<file path="config.mk">
export PLATFORM = sky130hd
export DESIGN_NAME = scci_interp
export DESIGN_NICKNAME = d
export VERILOG_FILES = /design/src/hdl/scci_interp.v /design/src/hdl/scci_route_unpack.v
export VERILOG_INCLUDE_DIRS = /design/src /design/src/hdl
export SDC_FILE = /design/constraint.sdc
export NUM_CORES = 1
export LEC_CHECK = 0
export ABC_AREA = 1
export BUFFER_PORTS_ARGS = -buffer_cell sky130_fd_sc_hd__buf_4
export CAP_MARGIN = 0
export CORE_AREA = 5 5 357 359
export DETAILED_ROUTE_END_ITERATION = 12
export DIE_AREA = 0 0 362 364
export GPL_TIMING_DRIVEN = 0
export PLACE_DENSITY_LB_ADDON = 0.15
export SLEW_MARGIN = 20
export SYNTH_ARGS = -nofsm -noshare
export SYNTH_HDL_FRONTEND = slang
export SYNTH_HIERARCHICAL = 1
export SYNTH_SLANG_ARGS = --single-unit
</file>
<file path="constraint.sdc">
create_clock -name clk_sys_i -period 2.7 [get_ports clk_sys_i]
set_input_delay 0.405 -clock clk_sys_i [delete_from_list [all_inputs] [get_ports clk_sys_i]]
set_output_delay 0.405 -clock clk_sys_i [all_outputs]
set_load 0.01 [all_outputs]
</file>
<file path="src/hdl/scci_defines.vh">
// Constants for the switch control cell interpreter
`ifndef SCCI_DEFINES_VH
`define SCCI_DEFINES_VH

// Operation codes
`define SCCI_OPC_IDLE           8'h00
`define SCCI_OPC_HARD_RESET     8'hf0
`define SCCI_OPC_CLR_ERR        8'h02
`define SCCI_OPC_RD_PATH        8'h03
`define SCCI_OPC_RD_CIRC        8'h04
`define SCCI_OPC_RD_PATH_CNT    8'h05
`define SCCI_OPC_RD_CIRC_CNT    8'h06
`define SCCI_OPC_WR_PATH        8'h07
`define SCCI_OPC_WR_CIRC        8'h08
`define SCCI_OPC_WR_PATH_STAMP  8'h09
`define SCCI_OPC_WR_CIRC_STAMP  8'h0a
`define SCCI_OPC_WR_PATH_CNT    8'h0b
`define SCCI_OPC_WR_CIRC_CNT    8'h0c
`define SCCI_OPC_ERRORS         8'h0d
`define SCCI_OPC_RD_MAINT       8'h0e
`define SCCI_OPC_WR_MAINT       8'h0f

// Return codes
`define SCCI_RET_SUCCESS        2'h0
`define SCCI_RET_NOT_PROCESSED  2'h1
`define SCCI_RET_BAD_OPCODE     2'h2
`define SCCI_RET_BAD_FIELD      2'h3

// Operation target kinds
`define SCCI_TGT_NONE           2'h0
`define SCCI_TGT_PATH           2'h1
`define SCCI_TGT_CIRC           2'h2
`define SCCI_TGT_MAINT          2'h3

// Hop offset
`define SCCI_HOP_ZERO           8'h00
`define SCCI_HOP_ONE            8'h01

// Index field byte positions
`define SCCI_IDX_VPI_HI         23
`define SCCI_IDX_VPI_LO         16
`define SCCI_IDX_VCI_HI         15
`define SCCI_IDX_VCI_LO         0

// Route field positions
`define SCCI_RT_UPPER_MSB       31
`define SCCI_RT_LOWER_MSB       15
`define SCCI_RT_HALF            16
`define SCCI_RT_SLOT            3
`define SCCI_RT_SLOTS           5

// Pass numbers
`define SCCI_PASS_1             2'h1
`define SCCI_PASS_2             2'h2
`define SCCI_PASS_3             2'h3

// Operation states
`define SCCI_ST_IDLE            2'h0
`define SCCI_ST_EXEC            2'h1
`define SCCI_ST_VERIFY          2'h2
`define SCCI_ST_DONE            2'h3

`endif

</file>
<file path="src/hdl/scci_interp.v">
// Control cell interpreter for an input or output port processor
`timescale 1ns/1ps
`include "scci_defines.vh"

// Contract
// - Opcodes 0 idle, f0 hard reset, 2 clear errors
// - Opcodes 3-6 read entry or its counter
// - Opcodes 7-10 write entry; 9,10 start stamping
// - Opcodes 11,12 write cell counter only
// - Opcode 13 replies only when errors exist
// - Opcodes 14,15 read/write maintenance field by index
// - Route set chosen by pass number 1-3
// - First-row flag copied from cell every pass
// - Route field 32 bits; bits 16, 0 ignored
// - Element path alternates upper and lower halves
// - Reply header from return header field
// - Reset and clear run at first input processor
// - Other opcodes only at recycle points
// - Execute at hop zero; decrement only at recycle points
// - Index carries path id or circuit id
// - Maintenance index decodes all three bytes
// - Info overwritten on read; write verified by readback
// - Software tag passes unchanged
// - Local time captured at operation
// - Return code replaced with outcome when an operation runs; otherwise copied from the cell
// - Codes: success, not processed, bad opcode, bad field
module scci_interp #(
    parameter IS_INPUT_PROC = 1,
    parameter PORT_BITS     = 3,
    parameter PATH_ENTRIES  = 256,
    parameter CIRC_ENTRIES  = 1024,
    parameter MAINT_FIELDS  = 64,
    parameter TIME_BITS     = 32
) (
    // Clock and reset
    input  wire                   clk_sys_i,
    input  wire                   rst_i,
    // Incoming cell fields
    input  wire                   cell_valid_i,
    input  wire                   cell_recycled_i,
    input  wire                   cell_to_link_i,
    input  wire [1:0]             cell_pass_i,
    input  wire [7:0]             cell_opcode_i,
    input  wire [7:0]             cell_hop_i,
    input  wire [23:0]            cell_index_i,
    input  wire [127:0]           cell_info_i,
    input  wire [31:0]            cell_header_i,
    input  wire [31:0]            cell_tag_i,
    input  wire [1:0]             cell_retcode_i,
    input  wire                   cell_row_flag_i,
    input  wire [31:0]            route1_i,
    input  wire [31:0]            route2_i,
    input  wire [31:0]            route3_i,
    input  wire [5:0]             set1_ctl_i,
    input  wire [5:0]             set2_ctl_i,
    input  wire [5:0]             set3_ctl_i,
    // Chip state and access answers
    input  wire                   error_present_i,
    input  wire [127:0]           access_rdata_i,
    input  wire                   access_done_i,
    // Access request to tables and maintenance fields
    output reg                    access_req_o,
    output reg                    access_write_o,
    output reg  [1:0]             access_target_o,
    output reg                    access_counter_o,
    output reg                    access_stamp_o,
    output reg  [23:0]            access_index_o,
    output reg  [127:0]           access_wdata_o,
    // Chip-wide commands
    output reg                    hard_reset_o,
    output reg                    clear_errors_o,
    // Forwarded cell
    output reg                    out_valid_o,
    output reg                    out_reply_o,
    output reg  [7:0]             out_hop_o,
    output reg  [127:0]           out_info_o,
    output reg  [31:0]            out_header_o,
    output reg  [31:0]            out_tag_o,
    output reg  [1:0]             out_retcode_o,
    output reg  [TIME_BITS-1:0]   out_time_o,
    output reg                    out_row_flag_o,
    output reg  [5:0]             out_set_ctl_o,
    output reg  [PORT_BITS-1:0]   out_first_port_o,
    output reg  [PORT_BITS-1:0]   out_second_port_o,
    output reg  [29:0]            out_path_hops_o
);

    // ==========================================================
    // Cell clock
    reg [TIME_BITS-1:0] time_r;
    always @(posedge clk_sys_i) begin
        if (rst_i)
            time_r <= {TIME_BITS{1'b0}};
        else
            time_r <= time_r + {{(TIME_BITS-1){1'b0}}, 1'b1};
    end

    // ==========================================================
    // Opcode decode
    reg       dec_known;
    reg       dec_write;
    reg       dec_counter;
    reg       dec_stamp;
    reg [1:0] dec_target;
    always @* begin
        dec_known   = 1'b1;
        dec_write   = 1'b0;
        dec_counter = 1'b0;
        dec_stamp   = 1'b0;
        dec_target  = `SCCI_TGT_NONE;
        case (cell_opcode_i)
            `SCCI_OPC_IDLE, `SCCI_OPC_ERRORS: dec_target = `SCCI_TGT_NONE;
            `SCCI_OPC_RD_PATH:       dec_target = `SCCI_TGT_PATH;
            `SCCI_OPC_RD_CIRC:       dec_target = `SCCI_TGT_CIRC;
            `SCCI_OPC_RD_PATH_CNT: begin
                dec_target  = `SCCI_TGT_PATH;
                dec_counter = 1'b1;
            end
            `SCCI_OPC_RD_CIRC_CNT: begin
                dec_target  = `SCCI_TGT_CIRC;
                dec_counter = 1'b1;
            end
            `SCCI_OPC_WR_PATH: begin
                dec_target = `SCCI_TGT_PATH;
                dec_write  = 1'b1;
            end
            `SCCI_OPC_WR_CIRC: begin
                dec_target = `SCCI_TGT_CIRC;
                dec_write  = 1'b1;
            end
            `SCCI_OPC_WR_PATH_STAMP: begin
                dec_target = `SCCI_TGT_PATH;
                dec_write  = 1'b1;
                dec_stamp  = 1'b1;
            end
            `SCCI_OPC_WR_CIRC_STAMP: begin
                dec_target = `SCCI_TGT_CIRC;
                dec_write  = 1'b1;
                dec_stamp  = 1'b1;
            end
            `SCCI_OPC_WR_PATH_CNT: begin
                dec_target  = `SCCI_TGT_PATH;
                dec_write   = 1'b1;
                dec_counter = 1'b1;
            end
            `SCCI_OPC_WR_CIRC_CNT: begin
                dec_target  = `SCCI_TGT_CIRC;
                dec_write   = 1'b1;
                dec_counter = 1'b1;
            end
            `SCCI_OPC_RD_MAINT:      dec_target = `SCCI_TGT_MAINT;
            `SCCI_OPC_WR_MAINT: begin
                dec_target = `SCCI_TGT_MAINT;
                dec_write  = 1'b1;
            end
            default:                 dec_known = 1'b0;
        endcase
    end

    // ==========================================================
    // Index range check
    wire [7:0]  idx_vpi = cell_index_i[`SCCI_IDX_VPI_HI:`SCCI_IDX_VPI_LO];
    wire [15:0] idx_vci = cell_index_i[`SCCI_IDX_VCI_HI:`SCCI_IDX_VCI_LO];
    reg         idx_bad;
    always @* begin
        case (dec_target)
            `SCCI_TGT_PATH:  idx_bad = ({24'h0, idx_vpi} >= PATH_ENTRIES);
            `SCCI_TGT_CIRC:  idx_bad = ({16'h0, idx_vci} >= CIRC_ENTRIES);
            `SCCI_TGT_MAINT: idx_bad = ({8'h0, cell_index_i} >= MAINT_FIELDS);
            default:         idx_bad = 1'b0;
        endcase
    end

    // ==========================================================
    // Where the cell may act
    wire is_chipwide = (cell_opcode_i == `SCCI_OPC_HARD_RESET) ||
                       (cell_opcode_i == `SCCI_OPC_CLR_ERR);
    // Input processors meet new cells from the link; chip-wide commands act on first arrival
    wire first_ipp   = (IS_INPUT_PROC != 0) && !cell_recycled_i;
    wire interp_pt   = (IS_INPUT_PROC != 0) ? cell_recycled_i : !cell_to_link_i;
    wire hop_zero    = (cell_hop_i == `SCCI_HOP_ZERO);
    wire do_chipwide = is_chipwide && first_ipp;
    wire do_local    = !is_chipwide && interp_pt && hop_zero;
    // Tables live only in input processors
    wire tbl_at_opp  = (IS_INPUT_PROC == 0) &&
                       ((dec_target == `SCCI_TGT_PATH) || (dec_target == `SCCI_TGT_CIRC));

    // ==========================================================
    // Route set selection
    reg [31:0] route_sel;
    reg [5:0]  ctl_sel;
    always @* begin
        case (cell_pass_i)
            `SCCI_PASS_2: begin
                route_sel = route2_i;
                ctl_sel   = set2_ctl_i;
            end
            `SCCI_PASS_3: begin
                route_sel = route3_i;
                ctl_sel   = set3_ctl_i;
            end
            default: begin
                route_sel = route1_i;
                ctl_sel   = set1_ctl_i;
            end
        endcase
    end

    scci_route_unpack #(
        .PORT_BITS     (PORT_BITS)
    ) u_route (
        .clk_sys_i     (clk_sys_i),
        .rst_i         (rst_i),
        .load_i        (cell_valid_i),
        .route_i       (route_sel),
        .first_port_o  (out_first_port_o),
        .second_port_o (out_second_port_o),
        .path_hops_o   (out_path_hops_o)
    );

    // ==========================================================
    // Operation sequencer
    localparam ST_IDLE   = `SCCI_ST_IDLE;
    localparam ST_EXEC   = `SCCI_ST_EXEC;
    localparam ST_VERIFY = `SCCI_ST_VERIFY;
    localparam ST_DONE   = `SCCI_ST_DONE;
    reg [1:0] state_r;
    reg       errors_only_r;

    always @(posedge clk_sys_i) begin
        if (rst_i) begin
            state_r           <= ST_IDLE;
            errors_only_r     <= 1'b0;
            access_req_o      <= 1'b0;
            access_write_o    <= 1'b0;
            access_target_o   <= `SCCI_TGT_NONE;
            access_counter_o  <= 1'b0;
            access_stamp_o    <= 1'b0;
            access_index_o    <= 24'h0;
            access_wdata_o    <= 128'h0;
            hard_reset_o      <= 1'b0;
            clear_errors_o    <= 1'b0;
            out_valid_o       <= 1'b0;
            out_reply_o       <= 1'b0;
            out_hop_o         <= `SCCI_HOP_ZERO;
            out_info_o        <= 128'h0;
            out_header_o      <= 32'h0;
            out_tag_o         <= 32'h0;
            out_retcode_o     <= `SCCI_RET_NOT_PROCESSED;
            out_time_o        <= {TIME_BITS{1'b0}};
            out_row_flag_o    <= 1'b0;
            out_set_ctl_o     <= 6'h0;
        end else begin
            hard_reset_o   <= 1'b0;
            clear_errors_o <= 1'b0;
            out_valid_o    <= 1'b0;
            case (state_r)
                ST_IDLE: begin
                    if (cell_valid_i) begin
                        // Copy cell fields; info and return code may be replaced by the operation
                        out_header_o   <= cell_header_i;
                        out_tag_o      <= cell_tag_i;
                        out_row_flag_o <= cell_row_flag_i;
                        out_set_ctl_o  <= ctl_sel;
                        out_info_o     <= cell_info_i;
                        out_retcode_o  <= cell_retcode_i;
                        out_reply_o    <= 1'b0;
                        errors_only_r  <= 1'b0;
                        // Decrement only at interpretable points; wraps 00 to ff
                        out_hop_o      <= interp_pt ? cell_hop_i - `SCCI_HOP_ONE : cell_hop_i;
                        if (do_chipwide) begin
                            hard_reset_o   <= (cell_opcode_i == `SCCI_OPC_HARD_RESET);
                            clear_errors_o <= (cell_opcode_i == `SCCI_OPC_CLR_ERR);
                            out_retcode_o  <= `SCCI_RET_SUCCESS;
                            out_time_o     <= time_r;
                            state_r        <= ST_DONE;
                        end else if (do_local) begin
                            out_time_o <= time_r;
                            if (!dec_known || tbl_at_opp) begin
                                out_retcode_o <= `SCCI_RET_BAD_OPCODE;
                                out_reply_o   <= 1'b1;
                                state_r       <= ST_DONE;
                            end else if (idx_bad) begin
                                out_retcode_o <= `SCCI_RET_BAD_FIELD;
                                out_reply_o   <= 1'b1;
                                state_r       <= ST_DONE;
                            end else if (dec_target == `SCCI_TGT_NONE) begin
                                errors_only_r <= (cell_opcode_i == `SCCI_OPC_ERRORS);
                                out_reply_o   <= (cell_opcode_i != `SCCI_OPC_ERRORS) || error_present_i;
                                out_retcode_o <= `SCCI_RET_SUCCESS;
                                state_r       <= ST_DONE;
                            end else begin
                                access_req_o     <= 1'b1;
                                access_write_o   <= dec_write;
                                access_target_o  <= dec_target;
                                access_counter_o <= dec_counter;
                                access_stamp_o   <= dec_stamp;
                                access_index_o   <= cell_index_i;
                                access_wdata_o   <= cell_info_i;
                                state_r          <= ST_EXEC;
                            end
                        end else begin
                            state_r <= ST_DONE;
                        end
                    end
                end
                ST_EXEC: begin
                    if (access_done_i) begin
                        if (access_write_o) begin
                            access_write_o <= 1'b0;
                            access_stamp_o <= 1'b0;
                            state_r        <= ST_VERIFY;
                        end else begin
                            access_req_o  <= 1'b0;
                            out_info_o    <= access_rdata_i;
                            out_retcode_o <= `SCCI_RET_SUCCESS;
                            out_reply_o   <= 1'b1;
                            state_r       <= ST_DONE;
                        end
                    end
                end
                ST_VERIFY: begin
                    if (access_done_i) begin
                        access_req_o  <= 1'b0;
                        out_info_o    <= access_rdata_i;
                        out_retcode_o <= `SCCI_RET_SUCCESS;
                        out_reply_o   <= 1'b1;
                        state_r       <= ST_DONE;
                    end
                end
                ST_DONE: begin
                    // Poll with no error drops the cell instead of forwarding it
                    out_valid_o <= !(errors_only_r && !out_reply_o);
                    state_r     <= ST_IDLE;
                end
                default: state_r <= ST_IDLE;
            endcase
        end
    end

endmodule // scci_interp

</file>
<file path="src/hdl/scci_route_unpack.v">
// Route word unpacker: port numbers and element paths
`timescale 1ns/1ps

module scci_route_unpack #(
    parameter PORT_BITS = 3
) (
    // Clock and reset
    input  wire                   clk_sys_i,
    input  wire                   rst_i,
    // Route word in
    input  wire                   load_i,
    input  wire [31:0]            route_i,
    // Unpacked outputs
    output reg  [PORT_BITS-1:0]   first_port_o,
    output reg  [PORT_BITS-1:0]   second_port_o,
    output reg  [29:0]            path_hops_o
);

    // ==========================================================
    // Port placement
    // Port numbers sit left-justified in each half; bits 16 and 0
    // never fall inside a slot so they are dropped implicitly
    localparam UP_LSB = `SCCI_RT_UPPER_MSB - PORT_BITS + 1;
    localparam LO_LSB = `SCCI_RT_LOWER_MSB - PORT_BITS + 1;

    // ==========================================================
    // Element path: odd hops from upper half, even from lower
    wire [29:0] hops_nxt;
    genvar g;
    generate
        for (g = 0; g < `SCCI_RT_SLOTS; g = g + 1) begin : g_hop
            assign hops_nxt[6*g+5:6*g+3] =
                route_i[`SCCI_RT_UPPER_MSB-3*g:`SCCI_RT_UPPER_MSB-3*g-2];
            assign hops_nxt[6*g+2:6*g] =
                route_i[`SCCI_RT_LOWER_MSB-3*g:`SCCI_RT_LOWER_MSB-3*g-2];
        end
    endgenerate

    always @(posedge clk_sys_i) begin
        if (rst_i) begin
            first_port_o  <= {PORT_BITS{1'b0}};
            second_port_o <= {PORT_BITS{1'b0}};
            path_hops_o   <= 30'h0;
        end else if (load_i) begin
            first_port_o  <= route_i[`SCCI_RT_UPPER_MSB:UP_LSB];
            second_port_o <= route_i[`SCCI_RT_LOWER_MSB:LO_LSB];
            path_hops_o   <= hops_nxt;
        end
    end

endmodule // scci_route_unpack

</file>
==> impl_metrics.ini <==
[pwr]
ir_worst_vdd_uv = 492.5
leakage_nw = 15.55
p_sw_share_pct = 39.83
clock_power_share_pct = 29.0
powerDensity_nw_per_um2 = 883.0
seqPwrFrac_pct = 30.6
power_switching_mw = 11.84
p_int_mw = 17.88
combPwrFrac_pct = 40.4

[critical_path]
criticalPathCategory = reg -> reg
critical_path_peak_fanout = 10
critPathMaxStageDelay_ns = 0.38
crit_arrival_ns = 3.13
path_buf_inv = 7
crit_chain = inv_1 -> ha_2 -> inv_1 -> o22ai_1 -> inv_1 -> nand2_1 -> inv_1 -> nand2_1 -> or2_4 -> inv_8 -> buf_12 -> clkbuf_4 -> o21ai_0 -> a21oi_1
slowest_stage = dfxtp_2
cp.depth = 14
required_ns = 3.28
timing.rr.end = out_info_o[98]$_SDFFE_PP0P_
startpoint_type = register
r2r_setup_slack_ns = 0.16
cp_top_family = buffers and inverters
crit_top_cell = inv_1
reg2regPathDepth = 14
r2r_start = state_r[0]$_SDFFE_PP0P_
setup.worst_path.end_class = register

[global_routing]
grt_max_degree = 16
grt_use_total_pct = 18.40
grt_pass1_vias = 24680
overflow = 0
grt_antenna_before_repair = 28
grt_pass1_wl_um = 176400

[final_layout]
multiInputGateArea_um2 = 9216
areaGrowthSynthToFinish_pct = 63.44
n_fill_cell = 14040
final_nets = 4657
post-route-util_pct = 27.26
seq_area_um2 = 9371
final_layout_size_suffix_gt1_share_pct = 27.54

[floorplanning]
pin_count = 925
num_rows = 129
core-area_um2 = 123500
die_height_um = 364
start_util_pct = 16.68
fp.dieArea_um2 = 131800
fp.dieW_um = 362

[drt]
ant_nets = 0
drt_iter0_drc = 1385
wire_per_inst_um = 21.94
vias = 24430
wl_um = 128700
via_per_inst = 4.166
drc = 0
drt_first_pass_iters = 5

[placement]
post-dp-hpwl_um = 104100
port_buffers = 917
pre_cts_ws_ns = -1.067
gp_congestion = 0.8608

[clocking]
cts_buffer_depth = 3
htree_levels = 2
cts_tree = done
cts_sinks = 468
cts_buffers = 61
clkLatencyLatePin_ns = 0.66
path_clk_slew_ns = 0.06
cts_root_buffer = clkbuf_16

[timing]
fmax_mhz = 393.0
finClkSkew_ns = 0.02964
drv_slew = 0
post-route-min-period_ns = 2.544
tightest_slew_ns = 1.018
layout_setup_ws_ns = 0.1557
rsz0062_at_grt = no
slew_headroom_pct = 31.40
setup_violations = 0
hold_viol = 0
timing.final.crit_share_pct = 94.23

[outcome]
outcome = complete, no violations

[yosys]
avgSynthCellArea_um2 = 6.853
yosysWarnings = 6
syn_nets = 3499
syn_inst = 3005
netlist_area_um2 = 20590

[hold_path]
hold_end = out_info_o[19]$_SDFFE_PP0P_
hold_class = in -> reg
min-delay-start = access_rdata_i[19]
whs_path_depth = 3

[flow_run]
max_cap_viol_count = 0
## worst reg2reg max path, delay by kind of cell, from the launching register on
family                   cells  cell delay (ns)
AO/OA/AOI/OAI                3             0.35
adder cells (fa/ha/maj)      1             0.25
buffers and inverters        7             1.00
AND/OR/NAND/NOR              3             0.50
flip-flops                   1             0.38
## layer usage
| metal | track usage (%) | wire [um] |
|---|---|---|
| met5 | 0 | 27 |
| met4 | 6.200 | 4177 |
| met3 | 5.297 | 9758 |
| met2 | 31.83 | 62610 |
| met1 | 21.88 | 52090 |
## per-stage QoR
stage	hold slack (ns)	std cells	power (mW)	TNS [ns]	cell area [um2]
3_5_place_dp	0.4333	5560	20.73	-284.30	29560
6_report	0.06509	5863	29.72	0	33660
2_1_floorplan	0.4036	3005	14.50	0	20590
4_1_cts	0.001863	5849	30.16	0	33600
5_1_grt	0.04341	5856	31.46	0	33640
3_3_place_gp	0.4311	5559	20.75	-328.79	29530
## final cells by class
type	count	share of cell area [%]
sequential	468	27.84
multi-input combinational	2047	27.38
timing repair buffer	1096	25.83
tap	1637	6.085
clock buffer	90	5.394
buffer	223	3.546
inverter	266	3.000
clock inverter	22	0.8215
antenna	14	0.1041
## how the worst max path moves through the flow
stage,startpoint,end
5_1_grt,state_r[0]$_SDFFE_PP0P_,out_info_o[7]$_SDFFE_PP0P_
2_1_floorplan,state_r[0]$_SDFFE_PP0P_,out_info_o[100]$_SDFFE_PP0P_
6_report,state_r[0]$_SDFFE_PP0P_,out_info_o[98]$_SDFFE_PP0P_
4_1_cts,state_r[1]$_SDFFE_PP0P_,out_info_o[32]$_SDFFE_PP0P_
3_5_place_dp,state_r[0]$_SDFFE_PP0P_,out_info_o[118]$_SDFFE_PP0P_
3_3_place_gp,rst_i,out_header_o[29]$_SDFFE_PP0P_
## registers in the layout, indices dropped and copies added (netlist names), 2 cells and up
register / cells
out_retcode_o: 2
u_route/second_port_o: 2
out_info_o: 128
time_r: 32
out_hop_o: 8
out_time_o: 32
out_header_o: 32
access_wdata_o: 128
state_r: 2
u_route/path_hops_o: 26
u_route/first_port_o: 2
out_tag_o: 32
access_index_o: 24
out_set_ctl_o: 6
access_target_o: 2
## placed cells by master, fill, tap and decap left out, drive strengths merged
master and instances:
a211oi 1, a21oi 324, a31oi 10, and2 2, buf 999, bufinv 6
clkbuf 234, clkinv 14, clkinvlp 2, dfxtp 468, diode 14, dlygate4sd3 176
ha 8, inv 266, nand2 439, nand3 51, nand4 173, nor2 724
nor3 24, nor3b 5, nor4 2, o211ai 4, o21a 2, o21ai 261
o21bai 1, o221ai 1, o22ai 2, or2 9, xnor2 1, xor2 3
## what timing repair did
item,CTS,global route
endpoints found under the hold margin,164,0
resized for setup,75,21
endpoints found under the setup margin,360,183
buffers inserted,2,0
hold buffers,176,0
## power by group through the flow
stage	combinational [mW]	clock, mW	sequential, mW
after floorplan	4.87	0	9.63
after global placement	11.6	0	9.19
after detailed placement	11.5	0	9.19
after CTS	12.1	8.95	9.08
after global routing	13.1	9.17	9.23
final	12.0	8.62	9.10
Note: power is estimated with default switching activity, not from simulation.
